$ cat config.mk
export PLATFORM = sky130hd
export DESIGN_NAME = rxvm_port_bank
export DESIGN_NICKNAME = d
export VERILOG_FILES = /design/src/rtl/rxvm_pkg.sv /design/src/rtl/rxvm_port_bank.sv
export SDC_FILE = /design/constraint.sdc
export NUM_CORES = 1
export LEC_CHECK = 0
export BUFFER_PORTS_ARGS = -buffer_cell sky130_fd_sc_hd__buf_2
export CAP_MARGIN = 10
export CORE_MARGIN = 2
export CORE_UTILIZATION = 40
export CTS_BUF_LIST = sky130_fd_sc_hd__clkbuf_4
export DETAILED_ROUTE_END_ITERATION = 6
export GPL_ROUTABILITY_DRIVEN = 0
export PLACE_DENSITY_LB_ADDON = 0.08
export SYNTH_ARGS = -nofsm -noshare
export SYNTH_HDL_FRONTEND = slang
export SYNTH_SLANG_ARGS = --single-unit
$ cat constraint.sdc
create_clock -name core_clk_i -period 2.4 [get_ports core_clk_i]
set_input_delay 0.24 -clock core_clk_i [delete_from_list [all_inputs] [get_ports core_clk_i]]
set_output_delay 0.24 -clock core_clk_i [all_outputs]
set_load 0.005 [all_outputs]
$ cat src/rtl/rxvm_pkg.sv
// Package with register map, field layout and types of the receive port remap and line monitor block.
package rxvm_pkg;

    // ------------------------------------------------------------
    // Register offsets
    // ------------------------------------------------------------
    localparam logic [7:0] PORT_SELECT_ADDR = 8'h4c;
    localparam logic [7:0] RAW10_IDENT_ADDR = 8'h70;
    localparam logic [7:0] RAW12_IDENT_ADDR = 8'h71;
    localparam logic [7:0] VC_REMAP_ADDR = 8'h72;
    localparam logic [7:0] LINE_TOTAL_HIGH_ADDR = 8'h73;
    localparam logic [7:0] LINE_TOTAL_LOW_ADDR = 8'h74;
    localparam logic [7:0] LINE_WIDTH_HIGH_ADDR = 8'h75;
    localparam logic [7:0] LINE_WIDTH_LOW_ADDR = 8'h76;

    // ------------------------------------------------------------
    // Fields and reset values
    // ------------------------------------------------------------
    localparam int CHANNEL_MSB = 7;
    localparam int CHANNEL_LSB = 6;
    localparam int TYPE_MSB = 5;
    localparam logic [5:0] RAW12_TYPE_RESET = 6'h2c;
    localparam logic [5:0] RAW10_TYPE_RESET = 6'h2b;
    localparam logic [7:0] VC_REMAP_RESET = 8'he4;
    localparam logic [15:0] MEASURE_RESET = 16'h0000;

    // ------------------------------------------------------------
    // Types
    // ------------------------------------------------------------
    typedef enum logic [1:0] {
        RXVM_MODE_CSI2 = 2'h0,
        RXVM_MODE_RAW12_LOW = 2'h1,
        RXVM_MODE_RAW12_HIGH = 2'h2,
        RXVM_MODE_RAW10 = 2'h3
    } rxvm_mode_type;

    typedef struct packed {
        logic valid;
        logic [1:0] channel;
        logic [5:0] data_type;
    } rxvm_pkt_type;

    typedef struct packed {
        logic write;
        logic read;
        logic [7:0] addr;
        logic [7:0] wdata;
    } rxvm_reg_req_type;

endpackage : rxvm_pkg

$ cat src/rtl/rxvm_port_bank.sv
// Per-port identifier, channel remap and line monitor registers behind the target register port.
//
// How it works
// - Each port's copy chosen by port select.
// - RAW12 packets tagged with channel field.
// - RAW12 channel resets to port number.
// - RAW12 data type field, reset 0x2C.
// - RAW12 settings used only in RAW12 modes.
// - Remapping applies only in CSI-2 mode.
// - Incoming channel replaced by remap lookup.
// - Four two-bit entries, channel 3 on top.
// - Lines per frame counted, 16-bit split.
// - Line count frozen until read when enabled.
// - High byte read latches line count low.
// - Line length measured; last line reported.
// - Line length frozen until read when enabled.
// - High byte read latches line length low.
// - Mode 00 CSI-2, 01/10 RAW12, 11 RAW10.
// - RAW10 uses own channel and type.
`timescale 1ns/1ps
module rxvm_port_bank #(
    parameter int PORT_COUNT = 2
) (
    // Clock and reset
    input wire logic core_clk_i,
    input wire logic sys_rst_i,
    // Register port
    input wire rxvm_pkg::rxvm_reg_req_type reg_req_i,
    output logic [7:0] reg_rdata_o,
    // Port configuration from the port config register
    input wire logic [PORT_COUNT-1:0][1:0] port_input_mode_i,
    input wire logic [PORT_COUNT-1:0] line_total_change_irq_enable_i,
    input wire logic [PORT_COUNT-1:0] line_width_change_irq_enable_i,
    // Incoming video per port
    input wire rxvm_pkg::rxvm_pkt_type [PORT_COUNT-1:0] csi_pkt_i,
    input wire logic [PORT_COUNT-1:0] raw_pkt_valid_i,
    input wire logic [PORT_COUNT-1:0] frame_end_i,
    input wire logic [PORT_COUNT-1:0] line_start_i,
    input wire logic [PORT_COUNT-1:0] line_end_i,
    input wire logic [PORT_COUNT-1:0] pixel_valid_i,
    // Outgoing packet tags per port
    output rxvm_pkg::rxvm_pkt_type [PORT_COUNT-1:0] out_pkt_o
);

    // The select field is three bits wide, so at most eight ports can be reached.
    if (PORT_COUNT < 1 || PORT_COUNT > 8) begin : g_bad_port_count
        $error("PORT_COUNT must lie between 1 and 8");
    end

    // ------------------------------------------------------------
    // Helpers
    // ------------------------------------------------------------
    function automatic logic [1:0] remap_lookup(input logic [7:0] map, input logic [1:0] vc);
        remap_lookup = map[{vc, 1'b0} +: 2];
    endfunction : remap_lookup

    function automatic logic is_raw12(input logic [1:0] mode);
        is_raw12 = (mode == rxvm_pkg::RXVM_MODE_RAW12_LOW) || (mode == rxvm_pkg::RXVM_MODE_RAW12_HIGH);
    endfunction : is_raw12

    // ------------------------------------------------------------
    // Port select
    // ------------------------------------------------------------
    logic [7:0] port_select;
    logic [2:0] sel;
    logic wr_en;
    logic rd_en;

    assign wr_en = reg_req_i.write;
    assign rd_en = reg_req_i.read;

    always_ff @(posedge core_clk_i) begin
        if (sys_rst_i) begin
            port_select <= 8'h00;
        end else if (wr_en && reg_req_i.addr == rxvm_pkg::PORT_SELECT_ADDR) begin
            port_select <= reg_req_i.wdata;
        end
    end

    // The low bits of the select register name the port whose copy is accessed.
    assign sel = port_select[2:0];

    // ------------------------------------------------------------
    // Per-port registers
    // ------------------------------------------------------------
    logic [PORT_COUNT-1:0][7:0] raw10_ident;
    logic [PORT_COUNT-1:0][7:0] raw12_stream_ident;
    logic [PORT_COUNT-1:0][7:0] virtual_channel_remap;
    logic [PORT_COUNT-1:0][15:0] line_total_shown;
    logic [PORT_COUNT-1:0][15:0] line_width_shown;
    logic [PORT_COUNT-1:0][15:0] line_counter;
    logic [PORT_COUNT-1:0][15:0] width_counter;
    logic [PORT_COUNT-1:0][15:0] last_width;
    logic [PORT_COUNT-1:0] total_frozen;
    logic [PORT_COUNT-1:0] width_frozen;
    logic [PORT_COUNT-1:0] total_hi_read;
    logic [PORT_COUNT-1:0] width_hi_read;
    logic [PORT_COUNT-1:0][7:0] total_low_latch;
    logic [PORT_COUNT-1:0][7:0] width_low_latch;

    for (genvar p = 0; p < PORT_COUNT; p++) begin : g_port
        logic hit;
        logic total_done;
        logic width_done;
        logic total_capture;
        logic width_capture;
        logic total_armed;
        logic width_armed;
        logic [15:0] next_line_count;
        logic [15:0] next_width;

        assign hit = (sel == 3'(p));

        always_ff @(posedge core_clk_i) begin
            if (sys_rst_i) begin
                raw12_stream_ident[p] <= {2'(p), rxvm_pkg::RAW12_TYPE_RESET};
                raw10_ident[p] <= {2'(p), rxvm_pkg::RAW10_TYPE_RESET};
                virtual_channel_remap[p] <= rxvm_pkg::VC_REMAP_RESET;
            end else if (wr_en && hit) begin
                if (reg_req_i.addr == rxvm_pkg::RAW12_IDENT_ADDR) begin
                    raw12_stream_ident[p] <= reg_req_i.wdata;
                end
                if (reg_req_i.addr == rxvm_pkg::RAW10_IDENT_ADDR) begin
                    raw10_ident[p] <= reg_req_i.wdata;
                end
                if (reg_req_i.addr == rxvm_pkg::VC_REMAP_ADDR) begin
                    virtual_channel_remap[p] <= reg_req_i.wdata;
                end
            end
        end

        // Line counting within the frame.
        assign next_line_count = line_counter[p] + 16'h0001;
        always_ff @(posedge core_clk_i) begin
            if (sys_rst_i || frame_end_i[p]) begin
                line_counter[p] <= 16'h0000;
            end else if (line_end_i[p]) begin
                line_counter[p] <= next_line_count;
            end
        end

        // Pixel counting within the line; the last completed line wins.
        assign next_width = width_counter[p] + 16'h0001;
        always_ff @(posedge core_clk_i) begin
            if (sys_rst_i || line_start_i[p]) begin
                width_counter[p] <= 16'h0000;
            end else if (pixel_valid_i[p]) begin
                width_counter[p] <= next_width;
            end
        end

        always_ff @(posedge core_clk_i) begin
            if (sys_rst_i) begin
                last_width[p] <= rxvm_pkg::MEASURE_RESET;
            end else if (line_end_i[p]) begin
                last_width[p] <= width_counter[p];
            end
        end

        // ------------------------------------------------------------
        // Freeze and release
        // ------------------------------------------------------------
        assign total_capture = frame_end_i[p] && !total_frozen[p];
        assign width_capture = frame_end_i[p] && !width_frozen[p];

        // A release needs a high read of the captured value and then a low read.
        // A high read taken before a capture saw the old value, so the capture disarms the release.
        always_ff @(posedge core_clk_i) begin
            if (sys_rst_i || total_capture) begin
                total_armed <= 1'b0;
            end else if (rd_en && hit && reg_req_i.addr == rxvm_pkg::LINE_TOTAL_HIGH_ADDR) begin
                total_armed <= 1'b1;
            end else if (rd_en && hit && reg_req_i.addr == rxvm_pkg::LINE_TOTAL_LOW_ADDR) begin
                total_armed <= 1'b0;
            end
        end

        always_ff @(posedge core_clk_i) begin
            if (sys_rst_i || width_capture) begin
                width_armed <= 1'b0;
            end else if (rd_en && hit && reg_req_i.addr == rxvm_pkg::LINE_WIDTH_HIGH_ADDR) begin
                width_armed <= 1'b1;
            end else if (rd_en && hit && reg_req_i.addr == rxvm_pkg::LINE_WIDTH_LOW_ADDR) begin
                width_armed <= 1'b0;
            end
        end

        assign total_done = rd_en && hit && total_armed && reg_req_i.addr == rxvm_pkg::LINE_TOTAL_LOW_ADDR;
        assign width_done = rd_en && hit && width_armed && reg_req_i.addr == rxvm_pkg::LINE_WIDTH_LOW_ADDR;

        always_ff @(posedge core_clk_i) begin
            if (sys_rst_i) begin
                line_total_shown[p] <= rxvm_pkg::MEASURE_RESET;
                total_frozen[p] <= 1'b0;
            end else if (total_capture) begin
                line_total_shown[p] <= line_end_i[p] ? next_line_count : line_counter[p];
                total_frozen[p] <= line_total_change_irq_enable_i[p];
            end else if (total_done || !line_total_change_irq_enable_i[p]) begin
                total_frozen[p] <= 1'b0;
            end
        end

        always_ff @(posedge core_clk_i) begin
            if (sys_rst_i) begin
                line_width_shown[p] <= rxvm_pkg::MEASURE_RESET;
                width_frozen[p] <= 1'b0;
            end else if (width_capture) begin
                line_width_shown[p] <= line_end_i[p] ? width_counter[p] : last_width[p];
                width_frozen[p] <= line_width_change_irq_enable_i[p];
            end else if (width_done || !line_width_change_irq_enable_i[p]) begin
                width_frozen[p] <= 1'b0;
            end
        end

        // High byte reads capture the low byte for a coherent pair.
        always_ff @(posedge core_clk_i) begin
            if (sys_rst_i) begin
                total_low_latch[p] <= 8'h00;
                width_low_latch[p] <= 8'h00;
                total_hi_read[p] <= 1'b0;
                width_hi_read[p] <= 1'b0;
            end else if (rd_en && hit) begin
                if (reg_req_i.addr == rxvm_pkg::LINE_TOTAL_HIGH_ADDR) begin
                    total_low_latch[p] <= line_total_shown[p][7:0];
                    total_hi_read[p] <= 1'b1;
                end else if (reg_req_i.addr == rxvm_pkg::LINE_TOTAL_LOW_ADDR) begin
                    total_hi_read[p] <= 1'b0;
                end
                if (reg_req_i.addr == rxvm_pkg::LINE_WIDTH_HIGH_ADDR) begin
                    width_low_latch[p] <= line_width_shown[p][7:0];
                    width_hi_read[p] <= 1'b1;
                end else if (reg_req_i.addr == rxvm_pkg::LINE_WIDTH_LOW_ADDR) begin
                    width_hi_read[p] <= 1'b0;
                end
            end
        end

        // ------------------------------------------------------------
        // Outgoing tag
        // ------------------------------------------------------------
        always_ff @(posedge core_clk_i) begin
            if (sys_rst_i) begin
                out_pkt_o[p] <= '0;
            end else begin
                case (port_input_mode_i[p])
                    rxvm_pkg::RXVM_MODE_CSI2: begin
                        out_pkt_o[p].valid <= csi_pkt_i[p].valid;
                        out_pkt_o[p].channel <= remap_lookup(virtual_channel_remap[p], csi_pkt_i[p].channel);
                        out_pkt_o[p].data_type <= csi_pkt_i[p].data_type;
                    end
                    rxvm_pkg::RXVM_MODE_RAW10: begin
                        out_pkt_o[p].valid <= raw_pkt_valid_i[p];
                        out_pkt_o[p].channel <= raw10_ident[p][rxvm_pkg::CHANNEL_MSB:rxvm_pkg::CHANNEL_LSB];
                        out_pkt_o[p].data_type <= raw10_ident[p][rxvm_pkg::TYPE_MSB:0];
                    end
                    default: begin
                        out_pkt_o[p].valid <= raw_pkt_valid_i[p] && is_raw12(port_input_mode_i[p]);
                        out_pkt_o[p].channel <= raw12_stream_ident[p][rxvm_pkg::CHANNEL_MSB:rxvm_pkg::CHANNEL_LSB];
                        out_pkt_o[p].data_type <= raw12_stream_ident[p][rxvm_pkg::TYPE_MSB:0];
                    end
                endcase
            end
        end
    end

    // ------------------------------------------------------------
    // Read data
    // ------------------------------------------------------------
    logic [7:0] next_rdata;
    always_comb begin
        next_rdata = 8'h00;
        if (reg_req_i.addr == rxvm_pkg::PORT_SELECT_ADDR) begin
            next_rdata = port_select;
        end else begin
            for (int i = 0; i < PORT_COUNT; i++) begin
                if (sel == 3'(i)) begin
                    case (reg_req_i.addr)
                        rxvm_pkg::RAW10_IDENT_ADDR: next_rdata = raw10_ident[i];
                        rxvm_pkg::RAW12_IDENT_ADDR: next_rdata = raw12_stream_ident[i];
                        rxvm_pkg::VC_REMAP_ADDR: next_rdata = virtual_channel_remap[i];
                        rxvm_pkg::LINE_TOTAL_HIGH_ADDR: next_rdata = line_total_shown[i][15:8];
                        rxvm_pkg::LINE_TOTAL_LOW_ADDR: next_rdata = total_hi_read[i] ? total_low_latch[i]
                                                                  : line_total_shown[i][7:0];
                        rxvm_pkg::LINE_WIDTH_HIGH_ADDR: next_rdata = line_width_shown[i][15:8];
                        rxvm_pkg::LINE_WIDTH_LOW_ADDR: next_rdata = width_hi_read[i] ? width_low_latch[i]
                                                                  : line_width_shown[i][7:0];
                        default: next_rdata = 8'h00;
                    endcase
                end
            end
        end
    end

    always_ff @(posedge core_clk_i) begin
        if (sys_rst_i) begin
            reg_rdata_o <= 8'h00;
        end else if (rd_en) begin
            reg_rdata_o <= next_rdata;
        end
    end

endmodule : rxvm_port_bank

# Word-level counts from Yosys, hierarchy flattened

Index checks and enable logic that the tools add are counted.
W data, S select, Z words.

Logic and storage cells: 172
Output and inout port bits: 26
Flip-flop bits (word level): 286
Input bits: 56

$add $sub $neg: 4
Eq/ne operators: 15
Shift-type cells: 2
Reduce and logical (&&, ||, !) cells: 76
Muxes and demuxes: 35

Operators by type and width:

| kind                    | number |
|---|---|
| $pmux W8 S7             | 2 |
| $add A16 B1 Y16 const B | 4 |
| $eq A8 B7 Y1 const B    | 8 |
| $mux W16                | 4 |
| $mux W8                 | 7 |
| $pmux W9 S2             | 2 |
| $reduce_and A2 Y1       | 14 |
| $logic_and A1 B1 Y1     | 27 |
| $mux W1                 | 20 |
| $reduce_bool A2 Y1      | 10 |
| $shiftx A8 B4 Y2        | 2 |
| $logic_or A1 B1 Y1      | 14 |
| $eq A2 B2 Y1 const B    | 4 |
| $logic_not A1 Y1        | 8 |
| $eq A2 B1 Y1 const B    | 2 |
| $logic_not A2 Y1        | 2 |
| $eq A3 B1 Y1 const B    | 1 |
| $logic_not A3 Y1        | 1 |

# Depth between registers and ports, before layout

Gate-level depths: netlist of run 1.

Depth in word-level cells: 7
Depth in mapped cells: 8
Mapped depth without buffers: 6

# Worst setup path before layout of run 1

Ideal clock, no wire load.

Path kind: register -> register
Start: register total_hi_read[1]
End: register reg_rdata_o[7]
Buffers on the path: 1
Required time: 2.280 ns
Slack: 0.609 ns
Arrival: 1.671 ns
Stages on the path, launching flop included: 7
Cell sequence: dfxtp_1 -> buf_6 -> mux2_2 -> mux4_2 -> a22oi_1 -> nor3_1 -> o31a_1

Word-level cells in the longest chain between the ends: 4

RTL lines:

| element                          | line                  | text |
|---|---|---|
| start: declaration               | rxvm_port_bank.sv:96  | `logic [PORT_COUNT-1:0] total_hi_read;` |
| start signal: indexed assignment | rxvm_port_bank.sv:220 | `total_hi_read[p] <= 1'b0;` |
| start signal: indexed assignment | rxvm_port_bank.sv:225 | `total_hi_read[p] <= 1'b1;` |
| start signal: indexed assignment | rxvm_port_bank.sv:227 | `total_hi_read[p] <= 1'b0;` |
| $mux W8                          | rxvm_port_bank.sv:282 | `rxvm_pkg::LINE_TOTAL_LOW_ADDR: next_rdata = total_hi_read[i] ? total_low_latch[i]` |
| $pmux W8 S7                      | rxvm_port_bank.sv:277 | `case (reg_req_i.addr)` |
| $mux W8                          | rxvm_port_bank.sv:276 | `if (sel == 3'(i)) begin` |
| $mux W8                          | rxvm_port_bank.sv:272 | `if (reg_req_i.addr == rxvm_pkg::PORT_SELECT_ADDR) begin` |
| end signal: assignment           | rxvm_port_bank.sv:298 | `reg_rdata_o <= next_rdata;` |
| end: declaration                 | rxvm_port_bank.sv:29  | `output logic [7:0] reg_rdata_o,` |

Every way passes these cells.
A chain may end at the register's enable or synchronous reset.

# Final worst setup path of run 1

Start: register port_select[0]
End: register total_frozen[1]

Word-level cells in the longest chain between the ends: 6

RTL lines:

| element                           | line                  | text |
|---|---|---|
| start: declaration                | rxvm_port_bank.sv:64  | `logic [7:0] port_select;` |
| start signal: assignment          | rxvm_port_bank.sv:76  | `port_select <= reg_req_i.wdata;` |
| $eq A3 B1 Y1                      | rxvm_port_bank.sv:112 | `assign hit = (sel == 3'(p));` |
| $logic_and A1 B1 Y1 (3 in series) | rxvm_port_bank.sv:188 | `assign total_done = rd_en && hit && total_armed && reg_req_i.addr == rxvm_pkg::LINE_TOTAL_LOW_ADDR;` |
| $logic_or A1 B1 Y1                | rxvm_port_bank.sv:198 | `end else if (total_done \|\| !line_total_change_irq_enable_i[p]) begin` |
| $reduce_bool A2 Y1 (no line)      | n/a                   |  |
| end signal: indexed assignment    | rxvm_port_bank.sv:197 | `total_frozen[p] <= line_total_change_irq_enable_i[p];` |
| end: declaration                  | rxvm_port_bank.sv:94  | `logic [PORT_COUNT-1:0] total_frozen;` |

Every way passes these cells.

==> results of run 1 <==
-- power by group through the flow --
stage | combinational (W) | sequential, W | clock, W
after floorplan | 0.000364 | 0.00495 | 0
after global placement | 0.000596 | 0.00497 | 0
after detailed placement | 0.000597 | 0.00498 | 0
after CTS | 0.000645 | 0.00487 | 0.00450
after global routing | 0.000704 | 0.00487 | 0.00477
final | 0.000642 | 0.00487 | 0.00435
-- per-stage QoR --
step           total power [W]  hold WS [ns]  utilization [%]
2_1_floorplan          0.00532         0.387                -
3_3_place_gp           0.00557         0.439             43.4
3_5_place_dp           0.00557         0.444             43.4
4_1_cts                 0.0100      0.000436             48.1
5_1_grt                 0.0103        0.0367             48.1
6_report               0.00986        0.0435             48.1
-- critical path, delay by kind of cell (launching register included) --
| family | cells | cell delay, ns |
|---|---|---|
| buffers and inverters | 1 | 0.55 |
| and+or+nand+nor | 3 | 1.01 |
| DFF | 1 | 0.42 |
| AOI/OAI and AO/OA | 1 | 0.15 |
-- state kept, by name (all words and copies together) (netlist names) --
signal and count:
last_width 32, line_counter 32, line_total_shown 32, line_width_shown 32, width_counter 32, out_pkt_o 18, raw10_ident 16, raw12_stream_ident 16
total_low_latch 16, virtual_channel_remap 16, width_low_latch 16, port_select 8, reg_rdata_o 8, g_port.total_armed 2, g_port.width_armed 2, total_frozen 2
total_hi_read 2, width_frozen 2, width_hi_read 2
-- routing by layer --
metal / GRT usage (%) / wire length, um / up-vias
met2: 32.4 / 14800 / 290
met1: 31.9 / 17200 / 5014
met3: 4.31 / 1830 / 76
met5: 0 / 0 / -
met4: 9.32 / 1070 / 0
li1: - / - / 5188
-- cells by family (layout without fill, tap and decap cells) --
logic type / after synthesis / in the layout / share of synthesized area (%)
mux: 105 / 105 / 9.38
xor+xnor: 57 / 57 / 4.11
other cells: 0 / 1 / 0
simple gates: 552 / 552 / 20.8
fa+ha+maj: 8 / 8 / 0.825
compound gates: 257 / 257 / 13.8
buf+inv: 109 / 316 / 3.90
flops: 286 / 286 / 47.2
-- final cells by class --
cell class	count	area [um2]	area share, %
timing repair buffer	160	1110	7.75
clock inverter	25	104	0.724
antenna	1	2.50	0.0175
inverter	11	41.3	0.288
clock buffer	120	901	6.28
multi-input combinational	979	5970	41.6
tap	390	488	3.40
sequential	286	5730	39.9
-- worst max-delay path by stage --
stage	startpoint	endpoint	slack [ns]
after floorplan	total_hi_read[1]	reg_rdata_o[7]	0.61
after global placement	reg_req_i[8]	reg_rdata_o[0]	0.20
after detailed placement	reg_req_i[8]	reg_rdata_o[0]	0.21
after CTS	port_select[0]	total_frozen[1]	0.21
after global routing	port_select[0]	total_frozen[1]	0.09
final	port_select[0]	total_frozen[1]	0.13
-- placed cells by master, fill, tap and decap left out, drive strengths merged, types with 8 or more instances in the layout --
cell type	instances
nand4	19
xnor2	24
inv	11
dlygate4sd3	39
buf	121
clkbuf	120
o22a	32
a21oi	95
and3	15
nor3	10
xor2	33
clkinv	24
nand3	121
mux2i	89
o21ai	46
nor2	184
a22oi	22
dfxtp	286
ha	8
nand2	156
mux2	10
-- what timing repair did --
item | CTS | global route
buffers inserted | 0 | 0
gates resized for setup | 0 | 0
endpoints found under the hold margin | 99 | 0
hold buffers | 39 | 0
==> metrics.txt, run 1 <==
Max H-tree Level=3; Clock power frac=44.1%; Setup violations, final=0; syn_area_per_cell=8.83 um2; most frequent cell after synthesis=dfxtp_1; hold_sp=line_start_i[0]; Worst VDD drop=0.345 mV; drt total wl=34900 um; Die W=178 um; RR Endpoint=total_frozen[1]; Buffers on Ports=81; Pwr Density=688 mW/mm2; Worst R2R Start=port_select[0]; dpl ws=0.206 ns; hold path cells=3; synth top area cells=dfxtp_1, mux2i_1, nor2_1, nand3_1, nand2_1; max-cap violations=0; Rel. slew slack=25.5%; Detailed Routing Iterations Pass 1=5; Critical-path top delay cell=dlygate4sd3_1; worst path arrival time=2.83 ns; unrepaired setup endpoints after global routing=no; Sw Pwr=0.00249 W; Die ar.=0.0317 mm2; post-route setup TNS=0 ns; Syn Nets=1438; Seq pwr share=49.4%; FF-to-FF path depth=5; # fillers=2977; DR vias=10.6k; Worst Path Required=2.96 ns; CP endpoint kind=flip-flop; wire length per cell=17.7 um; Syn Inst Count=1374; synth warn=0; Starting DRT DRC Count=775; startpoint types=flip-flop; first-pass GRT wire length=55100 um; Async SR Flop Fraction=0%; Layout area overhead=18.2%; total grt overflow=0; area of the mapped netlist=0.0121 mm2; skew final=0.0455 ns; vias in the first global route=10.0k; cts bufs inserted=80; CP cell instances=nor3b_1 -> and3_1 -> nand4_1 -> o2111a_1 -> dlygate4sd3_1; worst-path maximum fanout=6; most frequent cells after synthesis=dfxtp_1, nor2_1, nand2_1, nand3_1, a21oi_1; number of enable flip-flop cells after synthesis=0; slew of the pin with the lowest slew margin=1.11 ns; dpl cell area=0.0129 mm2; post-layout min period=2.27 ns; Tot GR Track Use=22.2%; # rows=63; pins over their slew limit=0; clk_lat worst skew=0.69 ns; CTS tree=built; number of I/O pins=82; final worst path period share=94.6%; CTS sink cnt=286; initial antenna violation count=1; status=finished clean; Synth area leader=dfxtp_1; DR DRC count=0; Finished Layout Cells=1972; Worst-path clk slew=0.07 ns; Most used DFF post-synth=dfxtp_1; Final Cell Area=0.0143 mm2; Seq/Total Area, Yosys=47.2%; Hold Path Sink=width_counter[12]; initial cell density of the core=40.7%; Gate power share=6.5%; Die Span Y=178 um; final hold vios=0; post-synthesis register bit count=286; Yosys cell types=68; largest net degree at the start of global routing=53; crit-path max cell delay=0.55 ns; Reg2Reg Setup Slack=0.13 ns; CTS Buffer Depth=3; post-route antenna net violation count=0; Crit Path Class=reg -> reg; setup ws final=0.131 ns; # placed instances=1787; leakage power=5.64 nW; Core ar.=0.0298 mm2; Root Driver=clkbuf_4; Via density=5.36; fin nets=1582; top cell type's share of synthesized area=47.2%; Pint=0.00736 W; switching power share of the total=25.3%; share of cells above drive strength 1=17.6%; Fmax=0.441 GHz; worst min path class=in -> reg; Detail Placement HPWL=24500 um
(Power assumes the default switching activity.)
==> run 2: changes to the inputs <==
--- a/config.mk
+++ b/config.mk
@@ -8,7 +8,7 @@
 export BUFFER_PORTS_ARGS = -buffer_cell sky130_fd_sc_hd__buf_2
 export CAP_MARGIN = 10
 export CORE_MARGIN = 2
-export CORE_UTILIZATION = 40
+export CORE_UTILIZATION = 50
 export CTS_BUF_LIST = sky130_fd_sc_hd__clkbuf_4
 export DETAILED_ROUTE_END_ITERATION = 6
 export GPL_ROUTABILITY_DRIVEN = 0
==> run 2 against run 1 <==
Setup slack improved by 0.041 ns. Utilization rose by 11 points. Clock skew fell by 0.0086 ns. Cell area fell by 0.60%. Register-to-register slack improved by 0.04 ns. Final cell count fell by 3.8%. Hold slack got worse by 0.022 ns. Total power fell by 0.50%. Clock power fell by 1%. Wire length fell by 4.7%. Sequential share of layout area rose by 0.24 points. Sequential power barely moved. Critical endpoint is now width_frozen[1]. Largest cell class unchanged.
==> metrics.txt, run 2 (synthesis gave the netlist of run 1 again) <==
Worst R2R Start=port_select[0]; Seq pwr share=49.6% (+0.2 points); leakage power=5.62 nW (-0.26%); # rows=57 (-9.5%); status=finished clean; Root Driver=clkbuf_4; total grt overflow=0 (unchanged); vias in the first global route=10.1k (+0.60%); initial antenna violation count=1 (unchanged); Reg2Reg Setup Slack=0.17 ns (+0.04 ns); Buffers on Ports=81 (unchanged); most frequent cells in the layout=dfxtp_1, nor2_1, nand2_1; wire length per cell=17.5 um (-1.0%); Die ar.=0.0255 mm2 (-20%); slew of the pin with the lowest slew margin=1.12 ns (+0.00914 ns); GRT met1 Usage=36.2% (+4.3 points); setup bufs post-CTS=0 (unchanged); number of I/O pins=82 (unchanged); RR Endpoint=width_frozen[1]; Pwr Density=688 mW/mm2 (+0.11%); dpl cell area=0.0128 mm2 (-0.75%); hold path cells=3 (unchanged); switching power share of the total=24.6% (-0.70 points); unrepaired setup endpoints after global routing=no; Worst-path clk slew=0.07 ns (about the same); crit path from=port_select[0]; DR DRC count=0 (unchanged); skew final=0.0369 ns (-0.00864 ns); share of cells above drive strength 1=17.2% (-0.36 points); Setup crit end=width_frozen[1]; hold slack=0.0218 ns (-0.0216 ns); drt total wl=33200 um (-4.7%); Layout area overhead=17.5%; hold_sp=frame_end_i[1]; M2 GR Usage=39.3% (+6.9 points); FF-to-FF path depth=7 (+2); Die Span Y=160 um (-10%); Hold Buf Count CTS=42 (+7.7%); CTS tree=built; CP endpoint kind=flip-flop; commonest non-fill, non-tap cell in the layout=dfxtp_1; worst min path class=in -> reg; Pint=0.00740 W (+0.44%); Final Cell Area=0.0143 mm2 (-0.60%); Max H-tree Level=3 (unchanged); startpoint types=flip-flop; worst path arrival time=2.77 ns (-0.06 ns); Worst VDD drop=0.377 mV (+9.3%); largest net degree at the start of global routing=72 (+36%); Tot GR Track Use=26.0% (+3.8 points); max-cap violations=0 (unchanged); Clock power frac=43.9% (-0.2 points); initial cell density of the core=50.3% (+9.6 points); cts bufs inserted=78 (-2.5%); Die W=160 um (-10%); pins over their slew limit=0 (unchanged); Gate power share=6.5% (about the same); first-pass GRT wire length=53600 um (-2.6%); Starting DRT DRC Count=840 (+8.4%); Worst Path Required=2.95 ns (about the same); clk_lat worst skew=0.69 ns (about the same); Crit Path Class=reg -> reg; DR vias=10.6k (+0.67%); Detail Placement HPWL=23100 um (-5.7%); worst-path maximum fanout=6 (unchanged); post-cts resize count=0 (unchanged); Rel. slew slack=24.8% (-0.61 points); CTS sink cnt=286 (unchanged); Core ar.=0.0241 mm2 (-19%); Sw Pwr=0.00241 W (-3.3%); post-route setup TNS=0 ns (unchanged); Setup violations, final=0 (unchanged); post-layout min period=2.23 ns (-0.0406 ns); post-route antenna net violation count=0 (unchanged); fin nets=1582 (unchanged); CTS Buffer Depth=3 (unchanged); final worst path period share=92.9% (-1.7 points); met3 Usage GRT=6.16% (+1.9 points); Detailed Routing Iterations Pass 1=5 (unchanged); final hold vios=0 (unchanged); GRT busiest layer=met2; Via density=5.61 (+4.6%); # fillers=2211 (-26%); Fmax=0.449 GHz (+1.8%)
[run 2: cell count changes in the layout (fill, tap and decap cells not counted)]
cell and delta:
clkinv_1 -4, clkbuf_4 -3, clkinv_2 -3, dlygate4sd3_1 +3, buf_4 -1, bufinv_16 +1, inv_2 -1
[run 2: metrics by stage]
stage | instances | setup slack [ns] | total power, W | utilization (%)
2_1_floorplan | 1374 | 0.609 | 0.00532 | -
3_3_place_gp | 1719 | 0.367 | 0.00555 | 53.3
3_5_place_dp | 1719 | 0.324 | 0.00556 | 53.3
4_1_cts | 1896 | 0.212 | 0.00993 | 59.1
5_1_grt | 1898 | 0.0402 | 0.0103 | 59.1
6_report | 1898 | 0.171 | 0.00981 | 59.1
[run 2: critical path: stages, from the launching register on]
cell and delay [ns]:
dfxtp_1 0.43, nor3b_1 0.21, buf_4 0.17, and3_1 0.33, nand3_1 0.15, a21oi_1 0.17, nor3b_1 0.06, dlygate4sd3_1 0.57
[run 2: layer usage]
metal | vias to the layer above | wire, um
met3 | 68 | 2460
li1 | 5185 | -
met2 | 409 | 14400
met4 | 0 | 827
met1 | 4977 | 15600
met5 | - | 0
[run 2: how the worst min path moves through the flow]
stage	end	slack (ns)
6_report	g_port[1].total_armed	0.02
5_1_grt	g_port[1].total_armed	0.03
4_1_cts	line_counter[19]	0.04
3_5_place_dp	width_low_latch[14]	0.44
3_3_place_gp	width_low_latch[2]	0.44
2_1_floorplan	port_select[3]	0.39
[run 2: layout make-up]
class	count	area, um2	area share [%]
Tap cell	324	405	2.84
Timing Repair Buffer	162	1130	7.95
Clock inverter	18	100	0.702
Antenna cell	1	2.50	0.0176
Inverter	11	41.3	0.290
Multi-Input combinational cell	979	5970	41.9
Clock buffer	117	878	6.16
Sequential cell	286	5730	40.2
[run 2: power groups by stage]
stage	Combinational [W]	Clock [W]	Sequential, W
2_1_floorplan	0.000364	0	0.00495
4_1_cts	0.000631	0.00443	0.00487
3_3_place_gp	0.000578	0	0.00497
3_5_place_dp	0.000580	0	0.00498
6_report	0.000638	0.00430	0.00487
5_1_grt	0.000694	0.00470	0.00487
